### config.mk
export PLATFORM = sky130hd
export DESIGN_NAME = connection_id_and_size_config
export DESIGN_NICKNAME = d
export VERILOG_FILES = /design/src/conn_cfg_pkg.sv /design/src/connection_id_and_size_config.sv
export SDC_FILE = /design/constraint.sdc
export NUM_CORES = 1
export LEC_CHECK = 0
export ABC_AREA = 1
export BUFFER_PORTS_ARGS = -buffer_cell sky130_fd_sc_hd__buf_2
export CAP_MARGIN = 20
export CORE_ASPECT_RATIO = 0.7
export CORE_UTILIZATION = 57
export CTS_CLUSTER_SIZE = 24
export DETAILED_ROUTE_END_ITERATION = 6
export PLACE_DENSITY_LB_ADDON = 0.2
export SKIP_CTS_REPAIR_TIMING = 1
export SLEW_MARGIN = 20
export SYNTH_ARGS = -nofsm -noshare
export SYNTH_HDL_FRONTEND = slang
export SYNTH_SLANG_ARGS = --single-unit
### constraint.sdc
create_clock -name mclk -period 2.65 [get_ports mclk]
set_input_delay 0.53 -clock mclk [delete_from_list [all_inputs] [get_ports mclk]]
set_output_delay 0.53 -clock mclk [all_outputs]
set_load 0.005 [all_outputs]
### src/conn_cfg_pkg.sv
/*
  Shared constants for the connection identifier and size configuration block:
  register offsets, control and status bit positions, selector codes, identifier
  values and pool sizes, size limits and the configuration state type.
  Assumes a single 250 MHz clock domain and a 32-bit register port.
*/
`default_nettype none
package conn_cfg_pkg;
  // Register offsets, one 32-bit word each.
  localparam logic [7:0] CTRL_OFS   = 8'h00;
  localparam logic [7:0] NODE_OFS   = 8'h04;
  localparam logic [7:0] TXLIM_OFS  = 8'h08;
  localparam logic [7:0] RXLIM_OFS  = 8'h0C;
  localparam logic [7:0] TXID_OFS   = 8'h10;
  localparam logic [7:0] RXID_OFS   = 8'h14;
  localparam logic [7:0] POOL_OFS   = 8'h18;
  localparam logic [7:0] STAT_OFS   = 8'h1C;
  localparam logic [7:0] MASK_OFS   = 8'h20;
  localparam logic [7:0] SIZE_OFS   = 8'h24;
  // Control register bit positions.
  localparam int CTRL_EXPL_BIT  = 0;
  localparam int CTRL_FTX_BIT   = 1;
  localparam int CTRL_FRX_BIT   = 2;
  localparam int CTRL_TXNL_BIT  = 3;
  localparam int CTRL_RXNL_BIT  = 4;
  localparam int CTRL_APPLY_BIT = 5;
  localparam int CTRL_SEL_LSB   = 8;
  // Selector nibble codes.
  localparam logic [3:0] SEL_G1      = 4'h0;
  localparam logic [3:0] SEL_G2_DST  = 4'h1;
  localparam logic [3:0] SEL_G2_SRC  = 4'h2;
  localparam logic [3:0] SEL_G3      = 4'h3;
  localparam logic [3:0] SEL_RSV_LO  = 4'h4;
  localparam logic [3:0] SEL_DEFAULT = 4'hF;
  localparam logic [7:0] SEL_EXPLICIT = 8'h33;
  localparam logic [7:0] SEL_RESET    = 8'hFF;
  // Identifier values and pool sizes.
  localparam logic [15:0] ID_DEFAULT = 16'hFFFF;
  localparam logic [15:0] ID_MAX     = 16'h07F0;
  localparam int G1_POOL = 16;
  localparam int G2_POOL = 8;
  localparam int G3_POOL = 7;
  // Size limits.
  localparam logic [11:0] SIZE_RESET   = 12'h000;
  localparam logic [11:0] SIZE_NOFRAG  = 12'h007;
  localparam logic [11:0] SIZE_SINGLE  = 12'h008;
  localparam logic [11:0] SIZE_NOLIMIT = 12'hFFF;
  // Status bit positions.
  localparam int ST_DONE     = 0;
  localparam int ST_INVALID  = 1;
  localparam int ST_POOL     = 2;
  localparam int ST_DISCARD  = 3;
  localparam int ST_NODATA   = 4;
  localparam int ST_OVERSIZE = 5;
  localparam int ST_W        = 6;
  localparam int SIZE_FRAG_BIT = 16;
  typedef enum logic [1:0] {CFG_IDLE, CFG_TX, CFG_RX} cfg_state_type;
endpackage
`default_nettype wire

### src/connection_id_and_size_config.sv
/*
  Connection identifier and size configuration for one fieldbus endpoint.
  Decodes the message-group selector, allocates message IDs from three pools,
  holds the transmit and receive identifiers and size limits, screens outgoing
  and incoming messages and raises events through a masked interrupt.
  Assumes the message ports come from logic on mclk and the register master
  follows the one-cycle strobe protocol.
*/
// Our own choices: the plain strobed port and the address map.
`timescale 1ns/100ps
`default_nettype none
module connection_id_and_size_config
  import conn_cfg_pkg::*;
(
  input  wire logic        mclk,
  input  wire logic        rst_n,
  input  wire logic [7:0]  regAddr,
  input  wire logic [31:0] regWdata,
  input  wire logic        regWr,
  input  wire logic        regRd,
  output logic      [31:0] regRdata,
  output logic             irq,
  input  wire logic        txReq,
  input  wire logic [11:0] txLen,
  output logic             txGrant,
  output logic             txBlock,
  output logic             txFragment,
  output logic      [15:0] txIdentifier,
  input  wire logic        rxMsgValid,
  input  wire logic [10:0] rxMsgId,
  input  wire logic [11:0] rxMsgLen,
  output logic             rxAccept,
  output logic             rxDiscard,
  output logic             rxNoData
);

  ////////////////////////////////////////////////////////////////////////////
  // State.
  cfg_state_type     stateReg, stateNext;
  logic [7:0]        selReg, selNext;
  logic [4:0]        ctrlReg, ctrlNext;
  logic [5:0]        nodeReg, nodeNext;
  logic [11:0]       txLimCfgReg, txLimCfgNext;
  logic [11:0]       rxLimCfgReg, rxLimCfgNext;
  logic [15:0]       txIdReg, txIdNext;
  logic [15:0]       rxIdReg, rxIdNext;
  logic [G1_POOL-1:0] g1UsedReg, g1UsedNext;
  logic [G2_POOL-1:0] g2UsedReg, g2UsedNext;
  logic [G3_POOL-1:0] g3UsedReg, g3UsedNext;
  logic [ST_W-1:0]   statusReg, statusNext;
  logic [ST_W-1:0]   maskReg, maskNext;
  logic [31:0]       rdataReg, readMux;
  logic              rxAcceptReg, rxDiscardReg, rxNoDataReg;
  logic [ST_W-1:0]   eventSet;

  // Returns {found, index} of the lowest clear bit among the first n bits.
  function automatic logic [4:0] lowestFree(input logic [15:0] used, input int n);
    logic [4:0] r;
    r = 5'h00;
    for (int i = n - 1; i >= 0; i--) begin
      if (!used[i]) begin
        r = {1'b1, 4'(i)};
      end
    end
    return r;
  endfunction

  ////////////////////////////////////////////////////////////////////////////
  // Decoding of the register port and the selector.
  wire        explicitMode = ctrlReg[CTRL_EXPL_BIT];
  wire        fragTxOk     = ctrlReg[CTRL_FTX_BIT];
  wire        fragRxOk     = ctrlReg[CTRL_FRX_BIT];
  wire        txNoLimit    = ctrlReg[CTRL_TXNL_BIT];
  wire        rxNoLimit    = ctrlReg[CTRL_RXNL_BIT];
  wire        wrCtrl       = regWr && (regAddr == CTRL_OFS);
  wire        applyReq     = wrCtrl && regWdata[CTRL_APPLY_BIT] && (stateReg == CFG_IDLE);
  wire        applyExpl    = regWdata[CTRL_EXPL_BIT];
  wire [7:0]  applySel     = applyExpl ? SEL_EXPLICIT : regWdata[CTRL_SEL_LSB +: 8];
  wire [3:0]  prodNib      = selReg[7:4];
  wire [3:0]  consNib      = selReg[3:0];
  wire        prodRsv      = (applySel[7:4] >= SEL_RSV_LO) && (applySel[7:4] != SEL_DEFAULT);
  wire        consRsv      = (applySel[3:0] >= SEL_RSV_LO) && (applySel[3:0] != SEL_DEFAULT);
  wire        applyBad     = applyReq && (prodRsv || consRsv);
  wire        applyGood    = applyReq && !(prodRsv || consRsv);
  wire        statRead     = regRd && (regAddr == STAT_OFS);
  // Software may load only a valid identifier or the default into the transmit register.
  wire        txIdWrOk     = (regWdata[15:0] <= ID_MAX) || (regWdata[15:0] == ID_DEFAULT);

  // Lowest free entry of each pool and the identifiers built from them.
  wire [4:0]  g1Free = lowestFree(16'(g1UsedReg), G1_POOL);
  wire [4:0]  g2Free = lowestFree(16'(g2UsedReg), G2_POOL);
  wire [4:0]  g3Free = lowestFree(16'(g3UsedReg), G3_POOL);
  wire [15:0] g1Id   = {6'h00, g1Free[3:0], nodeReg};
  wire [15:0] g2SrcId = {5'h00, 2'b10, nodeReg, g2Free[2:0]};
  wire [15:0] g3Id   = {5'h00, 2'b11, g3Free[2:0], nodeReg};

  // Effective size limits for explicit and I/O connections.
  wire [11:0] txLimEff = !explicitMode ? txLimCfgReg :
                         !fragTxOk ? SIZE_NOFRAG : txNoLimit ? SIZE_NOLIMIT : txLimCfgReg;
  wire [11:0] rxLimEff = !explicitMode ? rxLimCfgReg :
                         !fragRxOk ? SIZE_NOFRAG : rxNoLimit ? SIZE_NOLIMIT : rxLimCfgReg;
  wire        ioFrag   = !explicitMode && (txLimCfgReg > SIZE_SINGLE);

  ////////////////////////////////////////////////////////////////////////////
  // Message screening; transmit handshake outputs are combinational, receive verdicts are registered.
  wire txProducing = (txIdReg != ID_DEFAULT);
  wire txTooLong   = txLen > txLimEff;
  assign txGrant    = txReq && txProducing && !txTooLong;
  assign txBlock    = txReq && !txGrant;
  assign txFragment = explicitMode ? (txLen > SIZE_NOFRAG) : ioFrag;
  wire rxMatch   = rxMsgValid && (rxIdReg != ID_DEFAULT) && (rxMsgId == rxIdReg[10:0]);
  wire rxTooLong = rxMatch && (rxMsgLen > rxLimEff);
  wire rxEmpty   = rxMatch && !rxTooLong && !explicitMode &&
                   (rxMsgLen == 12'h000) && (rxLimEff != SIZE_RESET);

  // Events collected for the sticky status.
  always_comb begin
    eventSet              = '0;
    eventSet[ST_DONE]     = (stateReg == CFG_RX);
    eventSet[ST_INVALID]  = applyBad;
    eventSet[ST_POOL]     = (stateReg == CFG_TX) &&
                            (((prodNib == SEL_G1) && !g1Free[4]) ||
                             ((prodNib == SEL_G2_SRC) && !g2Free[4]) ||
                             ((prodNib == SEL_G3) && !g3Free[4])) ||
                            (stateReg == CFG_RX) && (consNib == SEL_G2_DST) && !g2Free[4];
    eventSet[ST_DISCARD]  = rxTooLong;
    eventSet[ST_NODATA]   = rxEmpty;
    eventSet[ST_OVERSIZE] = txReq && txTooLong;
  end

  ////////////////////////////////////////////////////////////////////////////
  // Next-state logic for configuration, allocation and registers.
  always_comb begin
    stateNext    = stateReg;
    selNext      = selReg;
    ctrlNext     = ctrlReg;
    nodeNext     = nodeReg;
    txLimCfgNext = txLimCfgReg;
    rxLimCfgNext = rxLimCfgReg;
    txIdNext     = txIdReg;
    rxIdNext     = rxIdReg;
    g1UsedNext   = g1UsedReg;
    g2UsedNext   = g2UsedReg;
    g3UsedNext   = g3UsedReg;
    maskNext     = maskReg;
    // Software writes; pool bits are released by writing ones.
    if (regWr) begin
      case (regAddr)
        CTRL_OFS:  ctrlNext = regWdata[4:0];
        NODE_OFS:  nodeNext = regWdata[5:0];
        TXLIM_OFS: txLimCfgNext = regWdata[11:0];
        RXLIM_OFS: rxLimCfgNext = regWdata[11:0];
        TXID_OFS: begin
          if (txIdWrOk) begin
            txIdNext = regWdata[15:0];
          end
        end
        RXID_OFS:  rxIdNext = regWdata[15:0];
        POOL_OFS: begin
          g1UsedNext = g1UsedReg & ~regWdata[15:0];
          g2UsedNext = g2UsedReg & ~regWdata[23:16];
          g3UsedNext = g3UsedReg & ~regWdata[30:24];
        end
        MASK_OFS:  maskNext = regWdata[ST_W-1:0];
        default: ;
      endcase
    end
    case (stateReg)
      CFG_IDLE: begin
        if (applyGood) begin
          selNext   = applySel;
          stateNext = CFG_TX;
          if (applySel[7:4] == SEL_DEFAULT) begin
            txIdNext = ID_DEFAULT;
          end
          if (applySel[3:0] == SEL_DEFAULT) begin
            rxIdNext = ID_DEFAULT;
          end
        end
      end
      CFG_TX: begin
        stateNext = CFG_RX;
        // The own node address in every built identifier keeps it unique.
        case (prodNib)
          SEL_G1: if (g1Free[4] && g1Id <= ID_MAX) begin
            txIdNext = g1Id;
            g1UsedNext[g1Free[3:0]] = 1'b1;
          end
          SEL_G2_SRC: if (g2Free[4] && g2SrcId <= ID_MAX) begin
            txIdNext = g2SrcId;
            g2UsedNext[g2Free[2:0]] = 1'b1;
          end
          SEL_G3: if (g3Free[4] && g3Id <= ID_MAX) begin
            txIdNext = g3Id;
            g3UsedNext[g3Free[2:0]] = 1'b1;
          end
          default: ;
        endcase
      end
      CFG_RX: begin
        stateNext = CFG_IDLE;
        if ((consNib == SEL_G2_DST) && g2Free[4] && g2SrcId <= ID_MAX) begin
          rxIdNext = g2SrcId;
          g2UsedNext[g2Free[2:0]] = 1'b1;
        end
      end
      default: stateNext = CFG_IDLE;
    endcase
  end

  // Sticky status: a read clears it, an event in the same cycle survives.
  assign statusNext = (statRead ? '0 : statusReg) | eventSet;

  // Read multiplexer; unmapped addresses read as zero.
  always_comb begin
    case (regAddr)
      CTRL_OFS:  readMux = {16'h0000, selReg, 3'b000, ctrlReg};
      NODE_OFS:  readMux = {26'h0, nodeReg};
      TXLIM_OFS: readMux = {20'h0, txLimCfgReg};
      RXLIM_OFS: readMux = {20'h0, rxLimCfgReg};
      TXID_OFS:  readMux = {16'h0000, txIdReg};
      RXID_OFS:  readMux = {16'h0000, rxIdReg};
      POOL_OFS:  readMux = {1'b0, g3UsedReg, g2UsedReg, g1UsedReg};
      STAT_OFS:  readMux = {26'h0, statusReg};
      MASK_OFS:  readMux = {26'h0, maskReg};
      SIZE_OFS:  readMux = {15'h0, ioFrag, 4'h0, txLimEff};
      default:   readMux = 32'h0000_0000;
    endcase
  end

  ////////////////////////////////////////////////////////////////////////////
  // Flip-flops.
  always_ff @(posedge mclk) begin
    if (!rst_n) begin
      stateReg    <= CFG_IDLE;
      selReg      <= SEL_RESET;
      ctrlReg     <= '0;
      nodeReg     <= '0;
      txLimCfgReg <= SIZE_RESET;
      rxLimCfgReg <= SIZE_RESET;
      txIdReg     <= ID_DEFAULT;
      rxIdReg     <= ID_DEFAULT;
      g1UsedReg   <= '0;
      g2UsedReg   <= '0;
      g3UsedReg   <= '0;
      statusReg   <= '0;
      maskReg     <= '0;
    end else begin
      stateReg    <= stateNext;
      selReg      <= selNext;
      ctrlReg     <= ctrlNext;
      nodeReg     <= nodeNext;
      txLimCfgReg <= txLimCfgNext;
      rxLimCfgReg <= rxLimCfgNext;
      txIdReg     <= txIdNext;
      rxIdReg     <= rxIdNext;
      g1UsedReg   <= g1UsedNext;
      g2UsedReg   <= g2UsedNext;
      g3UsedReg   <= g3UsedNext;
      statusReg   <= statusNext;
      maskReg     <= maskNext;
    end
  end

  // Read data and receive verdicts, valid one cycle after their cause.
  always_ff @(posedge mclk) begin
    if (!rst_n) begin
      rdataReg     <= '0;
      rxAcceptReg  <= 1'b0;
      rxDiscardReg <= 1'b0;
      rxNoDataReg  <= 1'b0;
    end else begin
      rdataReg     <= regRd ? readMux : 32'h0000_0000;
      rxAcceptReg  <= rxMatch && !rxTooLong;
      rxDiscardReg <= rxTooLong;
      rxNoDataReg  <= rxEmpty;
    end
  end

  assign regRdata     = rdataReg;
  assign rxAccept     = rxAcceptReg;
  assign rxDiscard    = rxDiscardReg;
  assign rxNoData     = rxNoDataReg;
  assign txIdentifier = txIdReg;
  assign irq          = |(statusReg & maskReg);
endmodule
`default_nettype wire

# Yosys cells after proc, flatten, opt, wreduce, memory -nomap -nowiden
# Index checks and enable logic that the tools add are counted.
# W data, S select, Z words.
# word_totals
output_inout_bits	55
ramBits	0
n_memories	0
romBits	0
regBits	155
in_bits	81
latch_bits	0
# op_classes
n_reduce_logical	60
muxes	81
div_mod_pow	0
bitwise_logic	11
n_mul	0
n_addsub	0
n_shift	0
magnitude_cmp	16
eq_ne	23
# ops
operator	count
$pmux W31 S10	1
$mux W16	18
$mux W5	31
$mux W12	6
$pmux W16 S2	2
$mux W8	6
$pmux W16 S3	1
$mux W7	5
$logic_and A1 B1 Y1	34
$eq A8 B5 Y1 const B	4
$ne A16 B16 Y1 const B	2
$gt A12 B12 Y1	2
$le A11 B11 Y1 const B	2
$and A16 B16 Y16	1
$eq A16 B16 Y1 const B	1
$eq A8 B4 Y1 const B	2
$eq A8 B6 Y1 const B	2
$le A16 B11 Y1 const B	1
$not A16 Y16	1
$or A16 B16 Y16	1
$pmux W8 S2	1
$reduce_and A2 Y1	7
$gt A12 B3 Y1 const B	1
$gt A12 B4 Y1 const B	1
37 further kinds	58

# Logic depth before layout (Yosys ltp)
# depth
depth_word	24
depth_mapped	19

# Worst setup path before layout
# Ideal clock, no wire load.
# synth_path
kind	reg-to-output
startpoint	reg ctrlReg[0]
endpoint	out txBlock
path_stages_with_launch	14
t_arrival_ns	1.862
slack_ns	0.258
path_buffers	1
t_required_ns	2.120
cell_sequence	dfxtp_1 nand2_1 clkbuf_1 nand2_1 nor2_1 ha_1 inv_1 nor2_1 nor2_1 o21ai_0 nand3_1 o2111ai_1 a211oi_1 nor2_1
# synth_between
elab_chain_len	6
# synth_rtl
item	line	text
start: declaration	connection_id_and_size_config.sv:41	logic [4:0] ctrlReg, ctrlNext;
start signal: assignment	connection_id_and_size_config.sv:251	ctrlReg <= ctrlNext;
$mux W12	connection_id_and_size_config.sv:98	wire [11:0] txLimEff = !explicitMode ? txLimCfgReg :
$gt A12 B12 Y1	connection_id_and_size_config.sv:107	wire txTooLong = txLen > txLimEff;
$logic_not A1 Y1	connection_id_and_size_config.sv:108	assign txGrant = txReq && txProducing && !txTooLong;
$logic_and A1 B1 Y1	connection_id_and_size_config.sv:108	
named net txGrant	connection_id_and_size_config.sv:25	output logic txGrant,
$logic_not A1 Y1	connection_id_and_size_config.sv:109	assign txBlock = txReq && !txGrant;
$logic_and A1 B1 Y1	connection_id_and_size_config.sv:109	
end: declaration	connection_id_and_size_config.sv:26	output logic txBlock,
# The timed path passes the listed nets, and every way through them passes these cells.

# Final worst setup path
# layout_path
startpoint	reg ctrlReg[1]
endpoint	out txBlock
# layout_between
elab_chain_len	7
# layout_rtl
item	line	text
$mux W12	connection_id_and_size_config.sv:99	!fragTxOk ? SIZE_NOFRAG : txNoLimit ? SIZE_NOLIMIT : txLimCfgReg;
$mux W12	connection_id_and_size_config.sv:98	
$gt A12 B12 Y1	connection_id_and_size_config.sv:107	
$logic_not A1 Y1	connection_id_and_size_config.sv:108	
$logic_and A1 B1 Y1	connection_id_and_size_config.sv:108	
$logic_not A1 Y1	connection_id_and_size_config.sv:109	
$logic_and A1 B1 Y1	connection_id_and_size_config.sv:109	
# No other way between the ends.

==> flow_summary.json <==
{
  "hold_end": "g3UsedReg[0]",
  "grt_max_degree": 56,
  "yosysUniqueCellTypes": 58,
  "synth.top_cell.area_share_pct": 36.3,
  "maxSlewViolCount": 0,
  "hold_path_class": "input port to flip-flop",
  "dieArea_um2": 15400,
  "async_reset_ff_share_pct": 0,
  "setup_tns_ns": -0.556,
  "fin_util_pct": 72.6,
  "synth_area_leaders": "dfxtp_1, nand2_1, inv_1",
  "rrSetupSlack_ns": 0.18,
  "cap_violations": 0,
  "r2r-start": "ctrlReg[0]",
  "violations": "negative setup slack",
  "port_buffers": 133,
  "place_congestion": 1.07,
  "critPathKind": "flip-flop to output port",
  "grt_pass1_vias": 8459,
  "vias": 9652,
  "hold_viol": 0,
  "fp.dieW_um": 148,
  "die_y_um": 104,
  "drc": 0,
  "grt_overflow": 0,
  "worstPathRequired_ns": 2.12,
  "cts-htree-levels": 4,
  "num_rows": 36,
  "synth_seq_cells": 154,
  "setup-violations-final": 2,
  "reg2reg_depth": 14,
  "ioPinCount": 136,
  "antenna_found_initial": 0,
  "rr_endpoint": "statusReg[4]",
  "power_density_nw_per_um2": 522,
  "cts_sinks": 154,
  "num-nets-final": 1439,
  "instances_no_fill": 1531,
  "period_minus_slack_ns": 2.94,
  "ys_warn_count": 0,
  "initial_core_util_pct": 59.7,
  "ys_seq_area_share_pct": 36.3,
  "core-area_um2": 14200,
  "outcome": "complete, but fails checks",
  "cts_buffers": 17,
  "viasPerCell": 6.30,
  "drtIter0Drc": 1310,
  "hold_depth": 2,
  "fin_ws_ns": -0.291,
  "synth_cells": 1176,
  "holdWs_ns": 0.337,
  "multi_input_area_um2": 4690,
  "cts_root_buf": "clkbuf_16",
  "synth_area_per_cell_um2": 7.23,
  "routedWlPerCell_um": 21.3,
  "synth_edf_count": 0,
  "netlist_area_um2": 8500,
  "drtAntennaViolNets": 0,
  "fill_cells": 1173,
  "cts_tree": "done",
  "first_pass_iters": 7,
  "p_leak_uw": 0.00432,
  "clockBufferDepth": 2,
  "post-synth-top-count-cell": "nand2_1",
  "fmax_mhz": 340,
  "ys.flop_type": "dfxtp_1",
  "seq_area_um2": 3090,
  "totalWireLength_mm": 32.6,
  "hp-start": "regWdata[24]",
  "end_kind": "output port",
  "start_kind": "flip-flop",
  "crit_start": "ctrlReg[1]",
  "grt_pass1_wl_mm": 48.9,
  "area_growth_pct": 21.6,
  "grt_setup_unrepaired": "true",
  "yosysTopAreaCell": "dfxtp_1",
  "drive_above_1_share_pct": 22.7,
  "post-place-cells": 1496,
  "hpwl_mm": 24.9,
  "max_slew_margin_pct": 50.3,
  "crit_fanout": 6,
  "min_period_over_period_pct": 111,
  "clk_latency_ns": 0.43,
  "arrival_ns": 2.41,
  "fin_skew_ns": 0.00604,
  "placed_cell_area_um2": 9490,
  "clkSlewWorstSetupHoldPaths_ns": 0.06,
  "irDropWorstVdd_mv": 0.455,
  "yosys-top-cells-count": "nand2_1, dfxtp_1, inv_1, a21oi_1, o21ai_0",
  "fin_area_um2": 10300,
  "tightestPinTransition_ns": 0.742,
  "grt_use_total_pct": 42.6,
  "syn-num-nets": 1284
}
-- registers in the layout (all words and copies together) (netlist names), 2 cells and up --
signal / cells
regRdata: 31
g1UsedReg: 16
rxIdReg: 16
txIdentifier: 16
rxLimCfgReg: 12
txLimCfgReg: 12
g2UsedReg: 8
selReg: 8
g3UsedReg: 7
maskReg: 6
nodeReg: 6
statusReg: 6
ctrlReg: 5
stateReg: 2
-- metal layers --
layer	wire length, um	vias to the layer above	global-route usage, %
met1	13800	4411	63.3
met3	5540	106	16.2
met5	0	-	0
met4	1150	0	14.1
met2	12100	759	54.7
li1	-	4376	-
-- through the flow --
| stage | total power [uW] | setup slack [ns] |
|---|---|---|
| final | 5390 | -0.291 |
| after global placement | 2720 | 0.0851 |
| after detailed placement | 2720 | 0.0282 |
| after global routing | 5500 | -0.377 |
| after floorplan | 2540 | 0.258 |
| after CTS | 5350 | -0.434 |
-- layout by cell type, fill, tap and decap left out, types with 7 or more instances in the layout --
cell type,n
a211oi_1,17
a21oi_1,104
a221oi_1,13
a31oi_1,7
buf_2,133
buf_4,45
clkbuf_16,17
dfxtp_1,152
ha_1,24
inv_1,145
inv_2,18
nand2_1,180
nand2_2,11
nand3_1,41
nand4_1,33
nor2_1,85
nor2_2,10
nor2_4,12
nor3_1,12
nor3_2,7
nor4_1,16
o211ai_1,18
o21ai_0,88
o21ai_1,26
o22ai_1,32
o31ai_1,11
-- where the power goes --
group / switching, uW / total, uW / internal [uW] / leakage (uW)
clock: 950 / 2690 / 1740 / 0.000309
sequential: 4.34 / 2320 / 2320 / 0.00124
combinational: 252 / 375 / 123 / 0.00277
total: 1210 / 5390 / 4190 / 0.00432
-- area by class of cell --
cell class,count,share of cell area (%)
sequential,154,29.9
multi-input combinational,811,45.4
clock buffer,19,4.19
inverter,166,6.08
tap,190,2.30
timing repair inverter,1,0.0727
timing repair buffer,180,10.1
antenna,1,0.0242
clock inverter,9,1.93
-- logic make-up (layout without fill, tap and decap cells) --
kind of cell    Yosys count  count (layout)  share of synthesized area [%]
simple gates            427             428                           24.5
compound gates          351             351                           24.4
buf+inv                 212             375                           10.4
flops                   154             154                           36.3
fa+ha+maj                27              27                           3.98
mux                       3               3                          0.353
other cells               1               2                         0.0441
xor+xnor                  1               1                          0.103
-- worst max-delay path by stage --
stage | endpoint | slack, ns | cells after the start
3_5_place_dp | txBlock | 0.03 | 11
4_1_cts | txBlock | -0.43 | 11
3_3_place_gp | txBlock | 0.09 | 14
2_1_floorplan | txBlock | 0.26 | 13
5_1_grt | txBlock | -0.38 | 11
6_report | txBlock | -0.29 | 14
-- worst max-delay path, stage by stage (launching register included) --
cell and delay, ns:
dfxtp_1 0.32, inv_2 0.07, nand2_4 0.13, nand2_2 0.09, nor2_4 0.15, ha_1 0.24, inv_1 0.07, nor2_1 0.04
nor2_1 0.07, o21ai_0 0.10, nand3_2 0.09, o2111ai_2 0.14, a211oi_2 0.28, nor2_1 0.05, buf_2 0.12
Note: power is estimated with default switching activity, not from simulation.
